--- config.mk ---
export PLATFORM = sky130hd
export DESIGN_NAME = ipa_top
export DESIGN_NICKNAME = d
export VERILOG_FILES = /design/src/hdl/ipa_pkg.sv /design/src/hdl/ipa_top.sv /design/src/hdl/ipa_resolver.sv
export VERILOG_INCLUDE_DIRS = /design/src /design/src/hdl
export SDC_FILE = /design/constraint.sdc
export NUM_CORES = 1
export LEC_CHECK = 0
export BUFFER_PORTS_ARGS = -buffer_cell sky130_fd_sc_hd__buf_2
export CAP_MARGIN = 20
export CORE_UTILIZATION = 60
export DETAILED_ROUTE_END_ITERATION = 8
export PLACE_DENSITY = 0.86
export SKIP_CTS_REPAIR_TIMING = 1
export SYNTH_ARGS = -nofsm -noshare
export SYNTH_HDL_FRONTEND = slang
export SYNTH_SLANG_ARGS = --single-unit
--- constraint.sdc ---
create_clock -name clk -period 24.9 [get_ports clk]
set_input_delay 1.245 -clock clk [delete_from_list [all_inputs] [get_ports clk]]
set_output_delay 1.245 -clock clk [all_outputs]
set_load 0.01 [all_outputs]
--- src/hdl/ipa_cfg.svh ---
// Offsets, field positions, reset values and timing counts of the acceptance block.
// Assumes inclusion by bare name from the package only; the design modules do not include it.
`ifndef IPA_CFG_SVH
`define IPA_CFG_SVH

`define IPA_NSRC 8
`define IPA_IDX_W 3
`define IPA_NUM_W 6

`define IPA_OFF_CTRL0 8'h00
`define IPA_OFF_FLAG 8'h20
`define IPA_OFF_INFO 8'h24
`define IPA_OFF_STAT 8'h28

`define IPA_CTRL_REQ_BIT 3
`define IPA_FLAG_I_BIT 0
`define IPA_FLAG_D_BIT 1
`define IPA_FLAG_U_BIT 2
`define IPA_FLAG_THR_LSB 4
`define IPA_INFO_LVL_LSB 8
`define IPA_STAT_STEP_LSB 8
`define IPA_STAT_BUSY_BIT 16

`define IPA_LVL_RST 3'h0
`define IPA_THR_RST 3'h0
`define IPA_THR_WDT 3'h7

`define IPA_SEQ_BASE_CYC 5'h12
`define IPA_SEQ_BUS8_CYC 5'h14
`define IPA_DBC_EXTRA_CYC 5'h02
`define IPA_STEP_EXTRA_CYC 5'h01

`define IPA_STEP_INFO 5'h00
`define IPA_STEP_TMP 5'h01
`define IPA_STEP_CLR 5'h02
`define IPA_STEP_PUSHF 5'h03
`define IPA_STEP_PUSHPC 5'h04
`define IPA_STEP_THR 5'h05

`define IPA_NUM_PERIPH_BASE 6'h04
`define IPA_NUM_DBC 6'h3c
`define IPA_NUM_WDT 6'h3d
`define IPA_NUM_STEP 6'h3e
`define IPA_NUM_AMATCH 6'h3f
`define IPA_SWI_KEEPU_LO 6'h20

`endif

--- src/hdl/ipa_pkg.sv ---
// Types shared by the acceptance block and its priority resolver.
// Assumes ipa_cfg.svh is on the include path.
`include "ipa_cfg.svh"

package ipa_pkg;

   typedef logic [2:0] ipa_lvl_t;

   typedef struct packed {
      logic instr_done;
      logic instr_susp;
      logic vec_odd;
      logic sp_odd;
      logic bus8;
   } ipa_core_t;

   typedef struct packed {
      logic busy;
      logic info_rd;
      logic save_tmp;
      logic clr_flags;
      logic push_flag;
      logic push_pc;
      logic enter;
   } ipa_seq_t;

   typedef struct packed {
      ipa_lvl_t thr;
      logic u;
      logic d;
      logic i;
   } ipa_flag_t;

   typedef enum logic [2:0] {
      SRC_PERIPH, SRC_DBC, SRC_WDT, SRC_STEP, SRC_AMATCH, SRC_SWI
   } ipa_src_t;

   typedef enum logic {
      ST_IDLE, ST_SEQ
   } ipa_state_t;

endpackage

--- src/hdl/ipa_top.sv ---
// Maskable interrupt acceptance, priority check and entry sequencing.
// Assumes an APB master on clk and a CPU core giving instruction boundaries.
//
// Functional notes
// - Each source has a 3-bit level; zero disables, one to seven rise.
// - A request is enabled only when its level is above the threshold.
// - Acceptance needs mask flag set, request bit set, level above threshold.
// - Threshold zero admits level one up; threshold seven blocks all maskable.
// - Mask flag, request bits, levels and threshold are separate storage.
// - Use read-modify-write or bit instructions so pending requests survive.
// - Resolve priority at instruction end, start the sequence next cycle.
// - String and repeated multiply-accumulate instructions are suspended for entry.
// - First step reads interrupt number and level from a fixed location.
// - Save flag word, then clear mask, debug, stack select (kept for traps 32-63).
// - Push saved flag word, then program counter, then enter the routine.
// - Threshold takes accepted level; watchdog loads seven, reset zero, others keep.
// - The wait before entry depends on the running instruction, up to thirty.
// - Entry takes 18, 19 or 20 cycles by alignment, 20 on a byte bus.
// - Debugger break adds two cycles, single-step or address match one.
// - Hardware sets request bits, clears on acceptance; software may only clear.
// - Mask flag one admits, zero blocks maskable interrupts; zero after reset.
// - Equal levels resolve by fixed hardware order.
//
// Decided for this implementation: the register addresses and the APB slave port.
`timescale 1ns/10ps

module ipa_top
   import ipa_pkg::*;
(
   input wire logic clk,
   input wire logic rst_n,
   input wire logic psel,
   input wire logic penable,
   input wire logic pwrite,
   input wire logic [7:0] paddr,
   input wire logic [31:0] pwdata,
   output logic [31:0] prdata,
   output logic pready,
   output logic pslverr,
   input wire ipa_core_t core,
   input wire logic [`IPA_NSRC-1:0] periph_req,
   input wire logic dbc_req,
   input wire logic wdt_req,
   input wire logic step_req,
   input wire logic amatch_req,
   input wire logic swi_req,
   input wire logic [`IPA_NUM_W-1:0] swi_num,
   output ipa_seq_t seq,
   output ipa_flag_t flag_word,
   output ipa_flag_t saved_flag,
   output logic [`IPA_NUM_W-1:0] int_num,
   output ipa_lvl_t int_level
);

   // ------------------------------------------------------------
   // Declarations
   // ------------------------------------------------------------
   ipa_state_t state_q;
   ipa_seq_t seq_q;
   ipa_flag_t flag_q, tmp_q;
   ipa_src_t src_q, src_c;
   ipa_lvl_t [`IPA_NSRC-1:0] lvl_q;
   logic [`IPA_NSRC-1:0] req_q, wr_ctrl;
   logic [`IPA_IDX_W-1:0] idx_q, res_idx;
   ipa_lvl_t acc_lvl_q, res_lvl;
   logic [`IPA_NUM_W-1:0] num_q, num_c, swi_num_q;
   logic [4:0] step_q, len_q, len_c, step_nxt;
   logic res_hit, any_c, boundary, start_c, info_step;
   logic dbc_pend_q, wdt_pend_q, step_pend_q, amatch_pend_q, swi_pend_q;
   logic pready_q, pslverr_q, acc_ph, apb_wr, wr_flag, rd_hit;
   logic [31:0] prdata_q, rd_data;

   assign prdata = prdata_q;
   assign pready = pready_q;
   assign pslverr = pslverr_q;
   assign seq = seq_q;
   assign flag_word = flag_q;
   assign saved_flag = tmp_q;
   assign int_num = num_q;
   assign int_level = acc_lvl_q;

   // ------------------------------------------------------------
   // APB slave
   // ------------------------------------------------------------
   // One wait state keeps pready and prdata straight from flops.
   assign acc_ph = psel && penable && pready_q;
   assign apb_wr = acc_ph && pwrite;
   assign wr_flag = apb_wr && (paddr == `IPA_OFF_FLAG);

   always_comb begin
      rd_data = 32'h0000_0000;
      rd_hit = 1'b1;
      if (paddr == `IPA_OFF_FLAG) begin
         rd_data[`IPA_FLAG_I_BIT] = flag_q.i;
         rd_data[`IPA_FLAG_D_BIT] = flag_q.d;
         rd_data[`IPA_FLAG_U_BIT] = flag_q.u;
         rd_data[`IPA_FLAG_THR_LSB +: 3] = flag_q.thr;
      end else if (paddr == `IPA_OFF_INFO) begin
         rd_data[`IPA_NUM_W-1:0] = num_q;
         rd_data[`IPA_INFO_LVL_LSB +: 3] = acc_lvl_q;
      end else if (paddr == `IPA_OFF_STAT) begin
         rd_data[4:0] = len_q;
         rd_data[`IPA_STAT_STEP_LSB +: 5] = step_q;
         rd_data[`IPA_STAT_BUSY_BIT] = seq_q.busy;
      end else begin
         rd_hit = 1'b0;
         for (int k = 0; k < `IPA_NSRC; k++) begin
            if (paddr == `IPA_OFF_CTRL0 + 8'(4 * k)) begin
               rd_hit = 1'b1;
               rd_data[2:0] = lvl_q[k];
               rd_data[`IPA_CTRL_REQ_BIT] = req_q[k];
            end
         end
      end
   end

   always_ff @(posedge clk) begin
      if (!rst_n) begin
         pready_q <= 1'b0;
         pslverr_q <= 1'b0;
         prdata_q <= 32'h0000_0000;
      end else begin
         pready_q <= psel && penable && !pready_q;
         pslverr_q <= psel && penable && !pready_q && !rd_hit;
         if (psel && penable && !pready_q && !pwrite) begin
            prdata_q <= rd_data;
         end
      end
   end

   // ------------------------------------------------------------
   // Per-source control storage
   // ------------------------------------------------------------
   assign info_step = seq_q.info_rd;

   for (genvar g = 0; g < `IPA_NSRC; g++) begin : g_src
      assign wr_ctrl[g] = apb_wr && (paddr == `IPA_OFF_CTRL0 + 8'(4 * g));

      always_ff @(posedge clk) begin
         if (!rst_n) begin
            lvl_q[g] <= `IPA_LVL_RST;
         end else if (wr_ctrl[g]) begin
            lvl_q[g] <= pwdata[2:0];
         end
      end

      // A new request beats both clears, so nothing arriving mid-clear is lost.
      always_ff @(posedge clk) begin
         if (!rst_n) begin
            req_q[g] <= 1'b0;
         end else if (periph_req[g]) begin
            req_q[g] <= 1'b1;
         end else if (info_step && src_q == SRC_PERIPH && idx_q == `IPA_IDX_W'(g)) begin
            req_q[g] <= 1'b0;
         end else if (wr_ctrl[g] && !pwdata[`IPA_CTRL_REQ_BIT]) begin
            req_q[g] <= 1'b0;
         end
      end
   end

   ipa_resolver u_res (
      .req(req_q),
      .lvl(lvl_q),
      .thr(flag_q.thr),
      .hit(res_hit),
      .idx(res_idx),
      .level(res_lvl)
   );

   // ------------------------------------------------------------
   // Pending non-maskable and trap events
   // ------------------------------------------------------------
   always_ff @(posedge clk) begin
      if (!rst_n) begin
         dbc_pend_q <= 1'b0;
         wdt_pend_q <= 1'b0;
         step_pend_q <= 1'b0;
         amatch_pend_q <= 1'b0;
         swi_pend_q <= 1'b0;
      end else begin
         dbc_pend_q <= dbc_req || (dbc_pend_q && !(info_step && src_q == SRC_DBC));
         wdt_pend_q <= wdt_req || (wdt_pend_q && !(info_step && src_q == SRC_WDT));
         step_pend_q <= step_req || (step_pend_q && !(info_step && src_q == SRC_STEP));
         amatch_pend_q <= amatch_req ||
            (amatch_pend_q && !(info_step && src_q == SRC_AMATCH));
         swi_pend_q <= swi_req || (swi_pend_q && !(info_step && src_q == SRC_SWI));
      end
   end

   always_ff @(posedge clk) begin
      if (!rst_n) begin
         swi_num_q <= '0;
      end else if (swi_req) begin
         swi_num_q <= swi_num;
      end
   end

   // ------------------------------------------------------------
   // Acceptance
   // ------------------------------------------------------------
   // Suspendable string and accumulate instructions open a boundary every cycle.
   assign boundary = core.instr_done || core.instr_susp;

   always_comb begin
      src_c = SRC_PERIPH;
      any_c = 1'b1;
      num_c = `IPA_NUM_PERIPH_BASE + `IPA_NUM_W'(res_idx);
      if (dbc_pend_q) begin
         src_c = SRC_DBC;
         num_c = `IPA_NUM_DBC;
      end else if (wdt_pend_q) begin
         src_c = SRC_WDT;
         num_c = `IPA_NUM_WDT;
      end else if (flag_q.i && res_hit) begin
         src_c = SRC_PERIPH;
      end else if (step_pend_q) begin
         src_c = SRC_STEP;
         num_c = `IPA_NUM_STEP;
      end else if (amatch_pend_q) begin
         src_c = SRC_AMATCH;
         num_c = `IPA_NUM_AMATCH;
      end else if (swi_pend_q) begin
         src_c = SRC_SWI;
         num_c = swi_num_q;
      end else begin
         any_c = 1'b0;
      end
   end

   assign start_c = (state_q == ST_IDLE) && boundary && any_c;

   always_comb begin
      len_c = core.bus8 ? `IPA_SEQ_BUS8_CYC :
         `IPA_SEQ_BASE_CYC + 5'(core.vec_odd) + 5'(core.sp_odd);
      if (src_c == SRC_DBC) begin
         len_c = len_c + `IPA_DBC_EXTRA_CYC;
      end else if (src_c == SRC_STEP || src_c == SRC_AMATCH) begin
         len_c = len_c + `IPA_STEP_EXTRA_CYC;
      end
   end

   // ------------------------------------------------------------
   // Entry sequencer
   // ------------------------------------------------------------
   assign step_nxt = step_q + 5'h01;

   always_ff @(posedge clk) begin
      if (!rst_n) begin
         state_q <= ST_IDLE;
         step_q <= '0;
         len_q <= '0;
         src_q <= SRC_PERIPH;
         idx_q <= '0;
         acc_lvl_q <= '0;
         num_q <= '0;
         seq_q <= '0;
      end else begin
         seq_q <= '0;
         unique case (state_q)
            ST_IDLE: begin
               if (start_c) begin
                  state_q <= ST_SEQ;
                  step_q <= `IPA_STEP_INFO;
                  len_q <= len_c;
                  src_q <= src_c;
                  idx_q <= res_idx;
                  acc_lvl_q <= (src_c == SRC_PERIPH) ? res_lvl : '0;
                  num_q <= num_c;
                  seq_q.busy <= 1'b1;
                  seq_q.info_rd <= 1'b1;
               end
            end
            ST_SEQ: begin
               if (step_q == len_q - 5'h01) begin
                  state_q <= ST_IDLE;
               end else begin
                  step_q <= step_nxt;
                  seq_q.busy <= 1'b1;
                  seq_q.save_tmp <= step_nxt == `IPA_STEP_TMP;
                  seq_q.clr_flags <= step_nxt == `IPA_STEP_CLR;
                  seq_q.push_flag <= step_nxt == `IPA_STEP_PUSHF;
                  seq_q.push_pc <= step_nxt == `IPA_STEP_PUSHPC;
                  seq_q.enter <= step_nxt == len_q - 5'h01;
               end
            end
         endcase
      end
   end

   // ------------------------------------------------------------
   // Flag word and its saved copy
   // ------------------------------------------------------------
   always_ff @(posedge clk) begin
      if (!rst_n) begin
         tmp_q <= '0;
      end else if (seq_q.save_tmp) begin
         tmp_q <= flag_q;
      end
   end

   // The clear and threshold steps beat an APB write; software cannot run during an entry anyway.
   always_ff @(posedge clk) begin
      if (!rst_n) begin
         flag_q <= '0;
         flag_q.thr <= `IPA_THR_RST;
      end else if (seq_q.clr_flags) begin
         flag_q.i <= 1'b0;
         flag_q.d <= 1'b0;
         if (!(src_q == SRC_SWI && num_q >= `IPA_SWI_KEEPU_LO)) begin
            flag_q.u <= 1'b0;
         end
      end else if (seq_q.busy && step_q == `IPA_STEP_THR) begin
         if (src_q == SRC_PERIPH) begin
            flag_q.thr <= acc_lvl_q;
         end else if (src_q == SRC_WDT) begin
            flag_q.thr <= `IPA_THR_WDT;
         end
      end else if (wr_flag) begin
         flag_q.i <= pwdata[`IPA_FLAG_I_BIT];
         flag_q.d <= pwdata[`IPA_FLAG_D_BIT];
         flag_q.u <= pwdata[`IPA_FLAG_U_BIT];
         flag_q.thr <= pwdata[`IPA_FLAG_THR_LSB +: 3];
      end
   end

   // Counts entry pulses since the last start, so the length check needs no long repetition.
   logic [1:0] enter_cnt_q;

   always_ff @(posedge clk) begin
      if (!rst_n || start_c) begin
         enter_cnt_q <= 2'h0;
      end else if (seq_q.enter && enter_cnt_q != 2'h3) begin
         enter_cnt_q <= enter_cnt_q + 2'h1;
      end
   end
endmodule

--- src/hdl/ipa_resolver.sv ---
// Priority level resolution among the peripheral request sources.
// Assumes request bits, levels and threshold come from flops on the same clock.
`timescale 1ns/10ps

module ipa_resolver
   import ipa_pkg::*;
(
   input wire logic [`IPA_NSRC-1:0] req,
   input wire ipa_lvl_t [`IPA_NSRC-1:0] lvl,
   input wire ipa_lvl_t thr,
   output logic hit,
   output logic [`IPA_IDX_W-1:0] idx,
   output ipa_lvl_t level
);

   logic [`IPA_NSRC-1:0] en;

   // Level zero can never exceed a threshold, so it disables the source.
   for (genvar g = 0; g < `IPA_NSRC; g++) begin : g_en
      assign en[g] = req[g] && (lvl[g] > thr);
   end

   // Scanning from the top with >= lets the lower index win a tie.
   always_comb begin
      hit = 1'b0;
      idx = '0;
      level = '0;
      for (int k = `IPA_NSRC - 1; k >= 0; k--) begin
         if (en[k] && (!hit || lvl[k] >= level)) begin
            hit = 1'b1;
            idx = `IPA_IDX_W'(k);
            level = lvl[k];
         end
      end
   end

endmodule

==> impl_metrics.yaml, run 1 <==
logic_synthesis:
  synth_cell_type_count: 79
  async_flop_share_pct: 0
  avgSynthCellArea_um2: 8.04
  synth_xor_area_share_pct: 2.18
  synthTopCellsByArea: "dfxtp_1, ha_1, nor2_1"
  synth_top_family_by_area: "simple AND/OR/NAND/NOR gates"
  synth_top_cell_area_share_pct: 31.8
  yosysTopAreaCell: "dfxtp_1"
  synthMuxAreaShare_pct: 4.25
  synth.most_common_cell: "dfxtp_1"
  yosys.area_share.simple_pct: 23.1
  synthTopCellsByCount: "dfxtp_1, nor2_1, a21oi_1"
  ys_seq_elements: 102
  ys_seq_area_share_pct: 31.8
  yosysWarningCount: 0
  netlist_instances: 798
  synth_area_mm2: 0.00641
  synth_fa_ha_area_share_pct: 10.3
  synth_compound_gate_area_share_pct: 21.7
  synth_edf_count: 0
  synthFlopType: "dfxtp_1"
worst_hold_path:
  hp-class: "reg -> reg"
  holdPathEnd: "prdata[11]"
  holdPathStages: 2
  hp-start: "prdata[11]"
global_route:
  antenna_found_initial: 0
  met1_usage_pct: 44.7
  met2_usage_pct: 48.9
  grt_max_degree: 65
  gr-usage-all-layers_pct: 31.8
  grt_pass1_wl_um: 27700
  busiest_layer: "met2"
  met3_usage_pct: 5.57
  grt-ovfl-total: 0
  grt_pass1_vias: 5358
timing:
  timing.final.ws_setup_ns: 12.66
  fin_tns_setup_ns: 0
  relSlewSlack_pct: 28.5
  fin_crit_ns: 12.24
  tightestPinTransition_ns: 1.06
  hold_viol: 0
  grt_setup_unrepaired: "no"
  maxSlewViolCount: 0
  setup_viol: 0
  fmax_mhz: 81.7
  period_share_pct: 49.2
  skew_ns: 0.0138
cells_and_area:
  fill_cells: 873
  fin_util_pct: 67.9
  insertedDiodeCount: 0
  nets: 984
  layout-drive-gt1-share_pct: 15.3
  area_growth_pct: 9.23
placed_design:
  port_buffers: 86
  gp_congestion: 0.998
  place.detailed.hpwl_um: 13200
  place_ws_ns: 12.85
floorplan:
  core_region_area_mm2: 0.0103
  fp-row-count: 37
  fp.dieW_um: 105
  die_area_mm2: 0.0111
  die_y_um: 105
  ios: 131
  start_util_pct: 62.1
run_status:
  outcome: "finished, final reports clean"
clocking:
  root_buffer: "clkbuf_8"
  clk_pin_slew_ns: 0.10
  clock_path_buffers: 2
  cts_buffers: 9
  cts_tree: "yes"
  cts.sinks: 102
  clk_latency_ns: 0.38
  cts-htree-levels: 3
detailed_routing:
  routed_via_density: 6.18
  wl_per_cell_um: 17.5
  drc: 0
  drt_wl_total_um: 17600
  drt_iter0_drc: 526
  dr.pass1.iters: 5
  num_vias: 6194
  postRouteAntennaNets: 0
worst_setup_path:
  path_buf_inv: 2
  crit_family: "compound AO/OA/AOI/OAI gates"
  critPathKind: "reg -> reg"
  cp_data_arrival_time_ns: 12.56
  crit_path_max_incr_delay_ns: 0.47
  regToRegEndpoint: "int_num[3]"
  reg2reg_slack_ns: 12.66
  worstSetupEndpointType: "register"
  cp_slowest_cell: "a311o_1"
  reg2reg_depth: 58
  r2r-start: "flag_word[4]"
  critPathRequiredTime_ns: 25.22
  start_kind: "register"
  cp_max_fo: 11
power:
  ir_drop_mv: 0.0337
  p_leak_nw: 2.91
  power.density_mw_per_mm2: 48.4
run:
  maxCapViolations: 0
[cell usage in the layout (no fill, tap or decap), types with 6 or more instances in the layout]
| master | instances |
|---|---|
| nor2_1 | 100 |
| xnor2_1 | 8 |
| nand3_1 | 53 |
| o2111ai_1 | 6 |
| buf_2 | 86 |
| nand3b_1 | 6 |
| o22ai_1 | 6 |
| ha_1 | 53 |
| nor3_1 | 22 |
| a21oi_1 | 73 |
| o21ai_1 | 7 |
| xor2_1 | 8 |
| a221oi_1 | 7 |
| conb_1 | 19 |
| a21o_1 | 12 |
| clkbuf_8 | 9 |
| nand2_1 | 68 |
| inv_1 | 30 |
| o21ai_0 | 22 |
| nor2b_1 | 8 |
| o221ai_1 | 8 |
| a211oi_1 | 6 |
| nand2b_1 | 15 |
| mux2i_1 | 25 |
| a22oi_1 | 8 |
| dfxtp_1 | 102 |
[area by class of cell]
class                      count  area [um^2]  area share [%]
timing repair buffer          90          460            6.57
multi-input combinational    628         4020            57.4
sequential                   102         2040            29.1
tap                          136          170            2.43
clock inverter                 6         67.6           0.964
inverter                      31          116            1.66
clock buffer                  10          128            1.82
[per-layer routing]
metal  part of all wire [%]  routed length [um]
met1                     43                7570
met2                     44                7770
met3                     10                1780
met4                    2.6                 459
met5                      0                   0
[worst reg2reg max path: cells and delay by family, from the launching register on]
family	cells	cell delay [ns]
buf+inv	2	0.34
flops	1	0.43
compound gates	31	6.86
simple gates	17	2.38
fa+ha+maj	8	2.19
[stage by stage]
step / std cells / hold slack [ns] / instance area [um^2] / power, mW
final: 1003 / 0.455 / 7010 / 0.339
after global routing: 1003 / 0.488 / 7010 / 0.352
after CTS: 1003 / 0.456 / 7010 / 0.338
after detailed placement: 987 / 0.444 / 6810 / 0.234
after global placement: 987 / 0.436 / 6810 / 0.233
after floorplan: 816 / 0.460 / 6480 / 0.220
[report_power, final]
part	switching [mW]	total, mW	leakage, nW	internal, mW
Combinational	0.0310	0.0516	1.99	0.0206
Clock	0.0606	0.108	0.0933	0.0471
Sequential	0.00999	0.180	0.832	0.170
Total	0.102	0.339	2.91	0.237
[how the worst max path moves through the flow]
stage                  from    endpoint  depth (start not counted)  slack, ns
5_1_grt        flag_word[4]  int_num[3]                         58      11.85
4_1_cts        flag_word[4]  int_num[3]                         59      12.79
6_report       flag_word[4]  int_num[3]                         58      12.66
3_5_place_dp   flag_word[4]  int_num[3]                         59      12.85
3_3_place_gp   flag_word[4]  int_num[3]                         58      12.99
2_1_floorplan  flag_word[4]  int_num[3]                         61      14.60
[registers in the layout, indices dropped and copies added (netlist names), 6 cells and up]
register and cells:
prdata 13, swi_num_q 6, saved_flag 6, int_num 6, flag_word 6, req_q 8, lvl_q 24
[kinds of logic after synthesis]
kind of cell / after synthesis
compound gates: 202
xor+xnor: 16
fa+ha+maj: 53
buf+inv: 86
flops: 102
mux: 27
other cells: 1
simple gates: 311
No activity file was read; power rests on OpenSTA's default activity.
==> run 2, diff against run 1 <==
Settings changed: ABC_AREA set to 1, CORE_UTILIZATION 60 to 56, PLACE_DENSITY 0.86 to 0.81.
Clock period 24.9 ns to 12.45 ns, I/O delays scaled along.
==> run 2 against run 1 <==
Net effect: routed wire length fell by 0.34%; sequential share of layout area down 1.1 points; core utilization decreased by 3.8 points; highest routed layer unchanged.
==> impl_metrics.yaml, run 2 <==
run_status:
  outcome: "finished, final reports clean"
cells_and_area:
  nets: 1140
  largest_register_ffs: 24
  final_cells: 1165
  final_common_cell: "nand2_1"
  top_register: "lvl_q"
  fin_util_pct: 64.1
  mostFrequentLayoutCells: "nand2_1, inv_1, dfxtp_1"
  layout-drive-gt1-share_pct: 13.6
  insertedDiodeCount: 0
  area_growth_pct: 12.0
clocking:
  cts.sinks: 102
  cts-htree-levels: 3
  clock_path_buffers: 2
  clk_latency_ns: 0.35
  root_buffer: "clkbuf_16"
  cts_buffers: 9
  clk_pin_slew_ns: 0.07
  cts_tree: "yes"
timing:
  relSlewSlack_pct: 41.1
  maxSlewViolCount: 0
  tightestPinTransition_ns: 0.883
  period_share_pct: 76.0
  setup_viol: 0
  fmax_mhz: 106
  skew_ns: 0.00854
  fin_tns_setup_ns: 0
  fin_crit_ns: 9.46
  grt_setup_unrepaired: "no"
  hold_viol: 0
floorplan:
  start_util_pct: 57.3
  die_area_mm2: 0.0121
  die_y_um: 110
  fp.dieW_um: 110
  core_region_area_mm2: 0.0114
  ios: 131
  fp-row-count: 39
logic_synthesis:
  synth_top_cell_area_share_pct: 31.4
  synth_cell_type_count: 53
  yosysWarningCount: 0
  yosysTopAreaCell: "dfxtp_1"
  synth_area_mm2: 0.00651
  synth.most_common_cell: "nand2_1"
  synthTopCellsByArea: "dfxtp_1, ha_1, nand2_1"
  ys_seq_area_share_pct: 31.4
  avgSynthCellArea_um2: 6.95
  synth_edf_count: 0
  synthFlopType: "dfxtp_1"
  synthTopCellsByCount: "nand2_1, inv_1, dfxtp_1"
  netlist_instances: 937
  ys_seq_elements: 102
  async_flop_share_pct: 0
worst_setup_path:
  path_buf_inv: 6
  cp_data_arrival_time_ns: 9.74
  crit_top_cell: "nand2_1"
  path_depth: 67
  worstSetupEndpointType: "register"
  r2r-start: "flag_word[5]"
  cp_max_fo: 9
  critPathKind: "reg -> reg"
  crit_path_end: "int_num[3]"
  crit_family: "simple AND/OR/NAND/NOR gates"
  cp_slowest_cell: "inv_1"
  critPathRequiredTime_ns: 12.73
  reg2reg_slack_ns: 2.99
  regToRegEndpoint: "int_num[3]"
  crit_path_max_incr_delay_ns: 0.38
  setup.worst_path.start: "flag_word[5]"
  start_kind: "register"
  reg2reg_depth: 67
global_route:
  grt_pass1_wl_um: 27500
  grt-ovfl-total: 0
  busiest_layer: "met2"
  gr-usage-all-layers_pct: 29.8
  antenna_found_initial: 0
  grt_max_degree: 55
  met1_usage_pct: 38.1
  met3_usage_pct: 4.62
  met2_usage_pct: 50.5
  grt_pass1_vias: 5781
detailed_routing:
  routed_via_density: 5.62
  wl_per_cell_um: 15.0
  drc: 0
  postRouteAntennaNets: 0
  drt_iter0_drc: 627
  dr.pass1.iters: 7
  drt_wl_total_um: 17500
  num_vias: 6550
run:
  maxCapViolations: 0
power:
  p_int_mw: 0.567
  combPwrFrac_pct: 15.8
  ir_drop_mv: 0.0729
  pwr-share-clk_pct: 38.6
  p_sw_mw: 0.223
  p_leak_nw: 3.46
  power.density_mw_per_mm2: 108
  sequentialPowerShare_pct: 45.6
  swShare_pct: 28.2
placed_design:
  gp_congestion: 0.979
  port_buffers: 86
  place.detailed.hpwl_um: 13300
  placedCellCount: 1150
worst_hold_path:
  holdPathStages: 2
  hp-class: "reg -> reg"
-- run 2: cell count changes in the layout (fill, tap and decap cells not counted), moves of 9 or more --
cell       before  now
nand3_1        53   76
o21ai_0        22   73
nor3_1         22   12
nand2_1        68  168
nand2b_1       15    0
inv_1          30  117
mux2i_1        25    0
clkbuf_16       0    9
a21o_1         12    0
a21oi_1        73   88
-- run 2: power groups by stage --
stage                     sequential (mW)  combinational, mW  clock [mW]
after detailed placement            0.367              0.123           0
final                               0.361              0.125       0.305
after global routing                0.362              0.140       0.317
after CTS                           0.360              0.124       0.305
after global placement              0.367              0.120           0
after floorplan                     0.364             0.0950           0
-- run 2: cell families after synthesis --
family,after synthesis,share of synthesized area (%)
DFF,102,31.4
buffers and inverters,161,10.8
adders and majority gates,53,10.2
xor gates and xnor gates,12,1.73
and+or+nand+nor,400,27.9
AOI/OAI and AO/OA,208,17.9
other,1,0.0576
-- run 2: worst min path at each step --
stage	start	end	slack, ns
after floorplan	swi_num_q[1]	swi_num_q[1]	0.43
after global placement	swi_num_q[1]	swi_num_q[1]	0.44
after detailed placement	swi_num_q[1]	swi_num_q[1]	0.45
after CTS	swi_num_q[1]	swi_num_q[1]	0.46
after global routing	dbc_req	dbc_pend_q	0.47
final	swi_num_q[1]	swi_num_q[1]	0.45
-- run 2: stage by stage --
stage,area [um^2],hold WS [ns],power (mW),setup WS [ns]
4_1_cts,7290,0.456,0.789,3.03
6_report,7290,0.452,0.790,2.99
2_1_floorplan,6580,0.429,0.459,4.22
3_3_place_gp,6970,0.444,0.487,3.14
3_5_place_dp,6970,0.445,0.490,3.10
5_1_grt,7290,0.474,0.819,1.91
-- run 2: cell type report --
| cell class | count | area, um^2 |
|---|---|---|
| Clock buffer | 10 | 239 |
| Clock inverter | 5 | 81.3 |
| Fill cell | 1030 | 4080 |
| Inverter | 126 | 478 |
| Multi-Input combinational cell | 692 | 3830 |
| Sequential cell | 102 | 2040 |
| Tap cell | 143 | 179 |
| Timing Repair Buffer | 87 | 438 |
-- run 2: routing by layer --
layer  share of wire, %  vias to the layer above
met4                2.8                        0
met3                6.0                       36
met1                 44                     3020
met2                 47                      238
met5                  0                        -
li1                   -                     3256
-- run 2: worst reg2reg max path: cells and delay by family (launching register included) --
family	cells	cell delay, ns
buffers and inverters	6	0.72
adders and majority gates	8	2.16
AOI/OAI and AO/OA	19	2.25
and+or+nand+nor	34	3.97
DFF	1	0.34
==> run 3, diff against run 2 <==
Settings changed: ABC_AREA 1 to 0, CORE_UTILIZATION 56 to 50, PLACE_DENSITY 0.81 to 0.77.
Clock period 12.45 ns to 8.1 ns, I/O delays scaled along.
==> run 3 against run 2 <==
Net effect: the run now ends with design-rule violations, negative setup slack left; clock power up 61%; worst setup slack worse by 4.8 ns; non-clock buffer count up 64; routed wire length up 13%; die area up 10%; hold slack worse by 0.19 ns; critical path type unchanged; largest cell class unchanged; largest power group unchanged.
==> impl_metrics.yaml, run 3 (same netlist as run 1, synthesis figures left out) <==
run_status:
  outcome: "finished, violations left"
  violations: "design-rule violations, negative setup slack"
floorplan:
  core_region_area_mm2: 0.0126
  die_y_um: 115
  fp-row-count: 41
  ios: 131
  fp.dieW_um: 115
  start_util_pct: 51.0
  die_area_mm2: 0.0133
placed_design:
  gp_congestion: 0.974
  place.detailed.hpwl_um: 14400
  placedCellCount: 1078
  place_ws_ns: -1.67
  port_buffers: 86
timing:
  fin_crit_ns: 9.94
  period_share_pct: 123
  timing.final.ws_setup_ns: -1.84
  grt_setup_unrepaired: "yes"
  fmax_mhz: 101
  tightestPinTransition_ns: 1.16
  setup_viol: 10
  relSlewSlack_pct: 21.8
  fin_tns_setup_ns: -17.00
  hold_viol: 0
  skew_ns: 0.00734
  maxSlewViolCount: 0
clocking:
  clk_latency_ns: 0.36
  cts-htree-levels: 3
  cts.sinks: 102
  cts_buffers: 9
  clk_pin_slew_ns: 0.07
  clock_path_buffers: 2
  cts_tree: "yes"
  root_buffer: "clkbuf_16"
cells_and_area:
  final_common_cell: "dfxtp_1"
  area_growth_pct: 23.5
  top_register: "lvl_q"
  multiInputGateArea_mm2: 0.00427
  nets: 1045
  regArea_mm2: 0.00205
  layout-drive-gt1-share_pct: 25.6
  largest_register_ffs: 24
  fill_cells: 1073
  insertedDiodeCount: 0
  final_cells: 1100
  mostFrequentLayoutCells: "dfxtp_1, nor2_1, buf_2"
global_route:
  grt_pass1_wl_um: 30300
  antenna_found_initial: 0
  gr-usage-all-layers_pct: 29.5
  grt_max_degree: 51
  grt-ovfl-total: 0
  grt_pass1_vias: 5796
detailed_routing:
  dr.pass1.iters: 7
  drt_wl_total_um: 19700
  routed_via_density: 5.98
  drc: 4
  num_vias: 6579
  wl_per_cell_um: 18.0
  postRouteAntennaNets: 0
  drt_iter0_drc: 732
power:
  total_power_mw: 1.21
  p_leak_nw: 3.37
  ir_drop_mv: 0.106
  power.density_mw_per_mm2: 153
worst_setup_path:
  start_kind: "register"
  reg2reg_depth: 60
  reg2reg_slack_ns: -1.84
  regToRegEndpoint: "int_num[0]"
  cp_data_arrival_time_ns: 10.19
  crit_path_end: "int_num[0]"
  worstSetupEndpointType: "register"
  setup.worst_path.start: "flag_word[4]"
  crit_path_max_incr_delay_ns: 0.37
  cp_slowest_cell: "dfxtp_4"
  critPathKind: "reg -> reg"
  critPathRequiredTime_ns: 8.34
  crit_top_cell: "a21o_1"
  r2r-start: "flag_word[4]"
  cp_max_fo: 4
worst_hold_path:
  hp-class: "in -> reg"
run:
  maxCapViolations: 0
-- run 3: metal layers --
layer  vias to the layer above  GRT usage (%)  routed length [um]
met3                        48           4.90                1820
met5                         -              0                   0
li1                       3093              -                   -
met4                         0           11.3                 527
met2                       370           46.2                8900
met1                      3068           40.5                8490
-- run 3: worst min path at each step --
stage                 startpoint           end  slack, ns  depth (start not counted)
global route             wdt_req    wdt_pend_q       0.26                          3
CTS                      wdt_req    wdt_pend_q       0.26                          3
global placement      prdata[12]    prdata[12]       0.44                          2
finish                  step_req   step_pend_q       0.26                          3
detailed placement    prdata[16]    prdata[16]       0.45                          2
floorplan           swi_num_q[4]  swi_num_q[4]       0.46                          2
-- run 3: worst max-delay path, delay by kind of cell, from the launching register on --
family          cells  cell delay, ns
buf+inv             2            0.08
simple gates       17            1.74
compound gates     33            5.62
flops               1            0.37
fa+ha+maj           8            2.03
-- run 3: layout make-up --
type / instances / share of cell area [%]
Inverter: 31 / 1.53
Tap cell: 172 / 2.72
Clock inverter: 5 / 1.12
Clock buffer: 11 / 3.06
Multi-Input combinational cell: 628 / 53.9
Sequential cell: 102 / 25.9
Timing Repair Buffer: 151 / 11.7
-- run 3: through the flow --
stage | instance area [um^2] | utilization (%) | hold WS (ns)
2_1_floorplan | 6560 | - | 0.460
3_3_place_gp | 7340 | 58.4 | 0.437
3_5_place_dp | 7340 | 58.4 | 0.447
4_1_cts | 7670 | 61.0 | 0.262
5_1_grt | 7920 | 63.0 | 0.259
6_report | 7920 | 63.0 | 0.260
-- run 3: power breakdown --
| part | switching, mW | internal, mW | leakage (nW) |
|---|---|---|---|
| Clock | 0.208 | 0.284 | 0.163 |
| Sequential | 0.0323 | 0.521 | 0.834 |
| Combinational | 0.101 | 0.0663 | 2.37 |
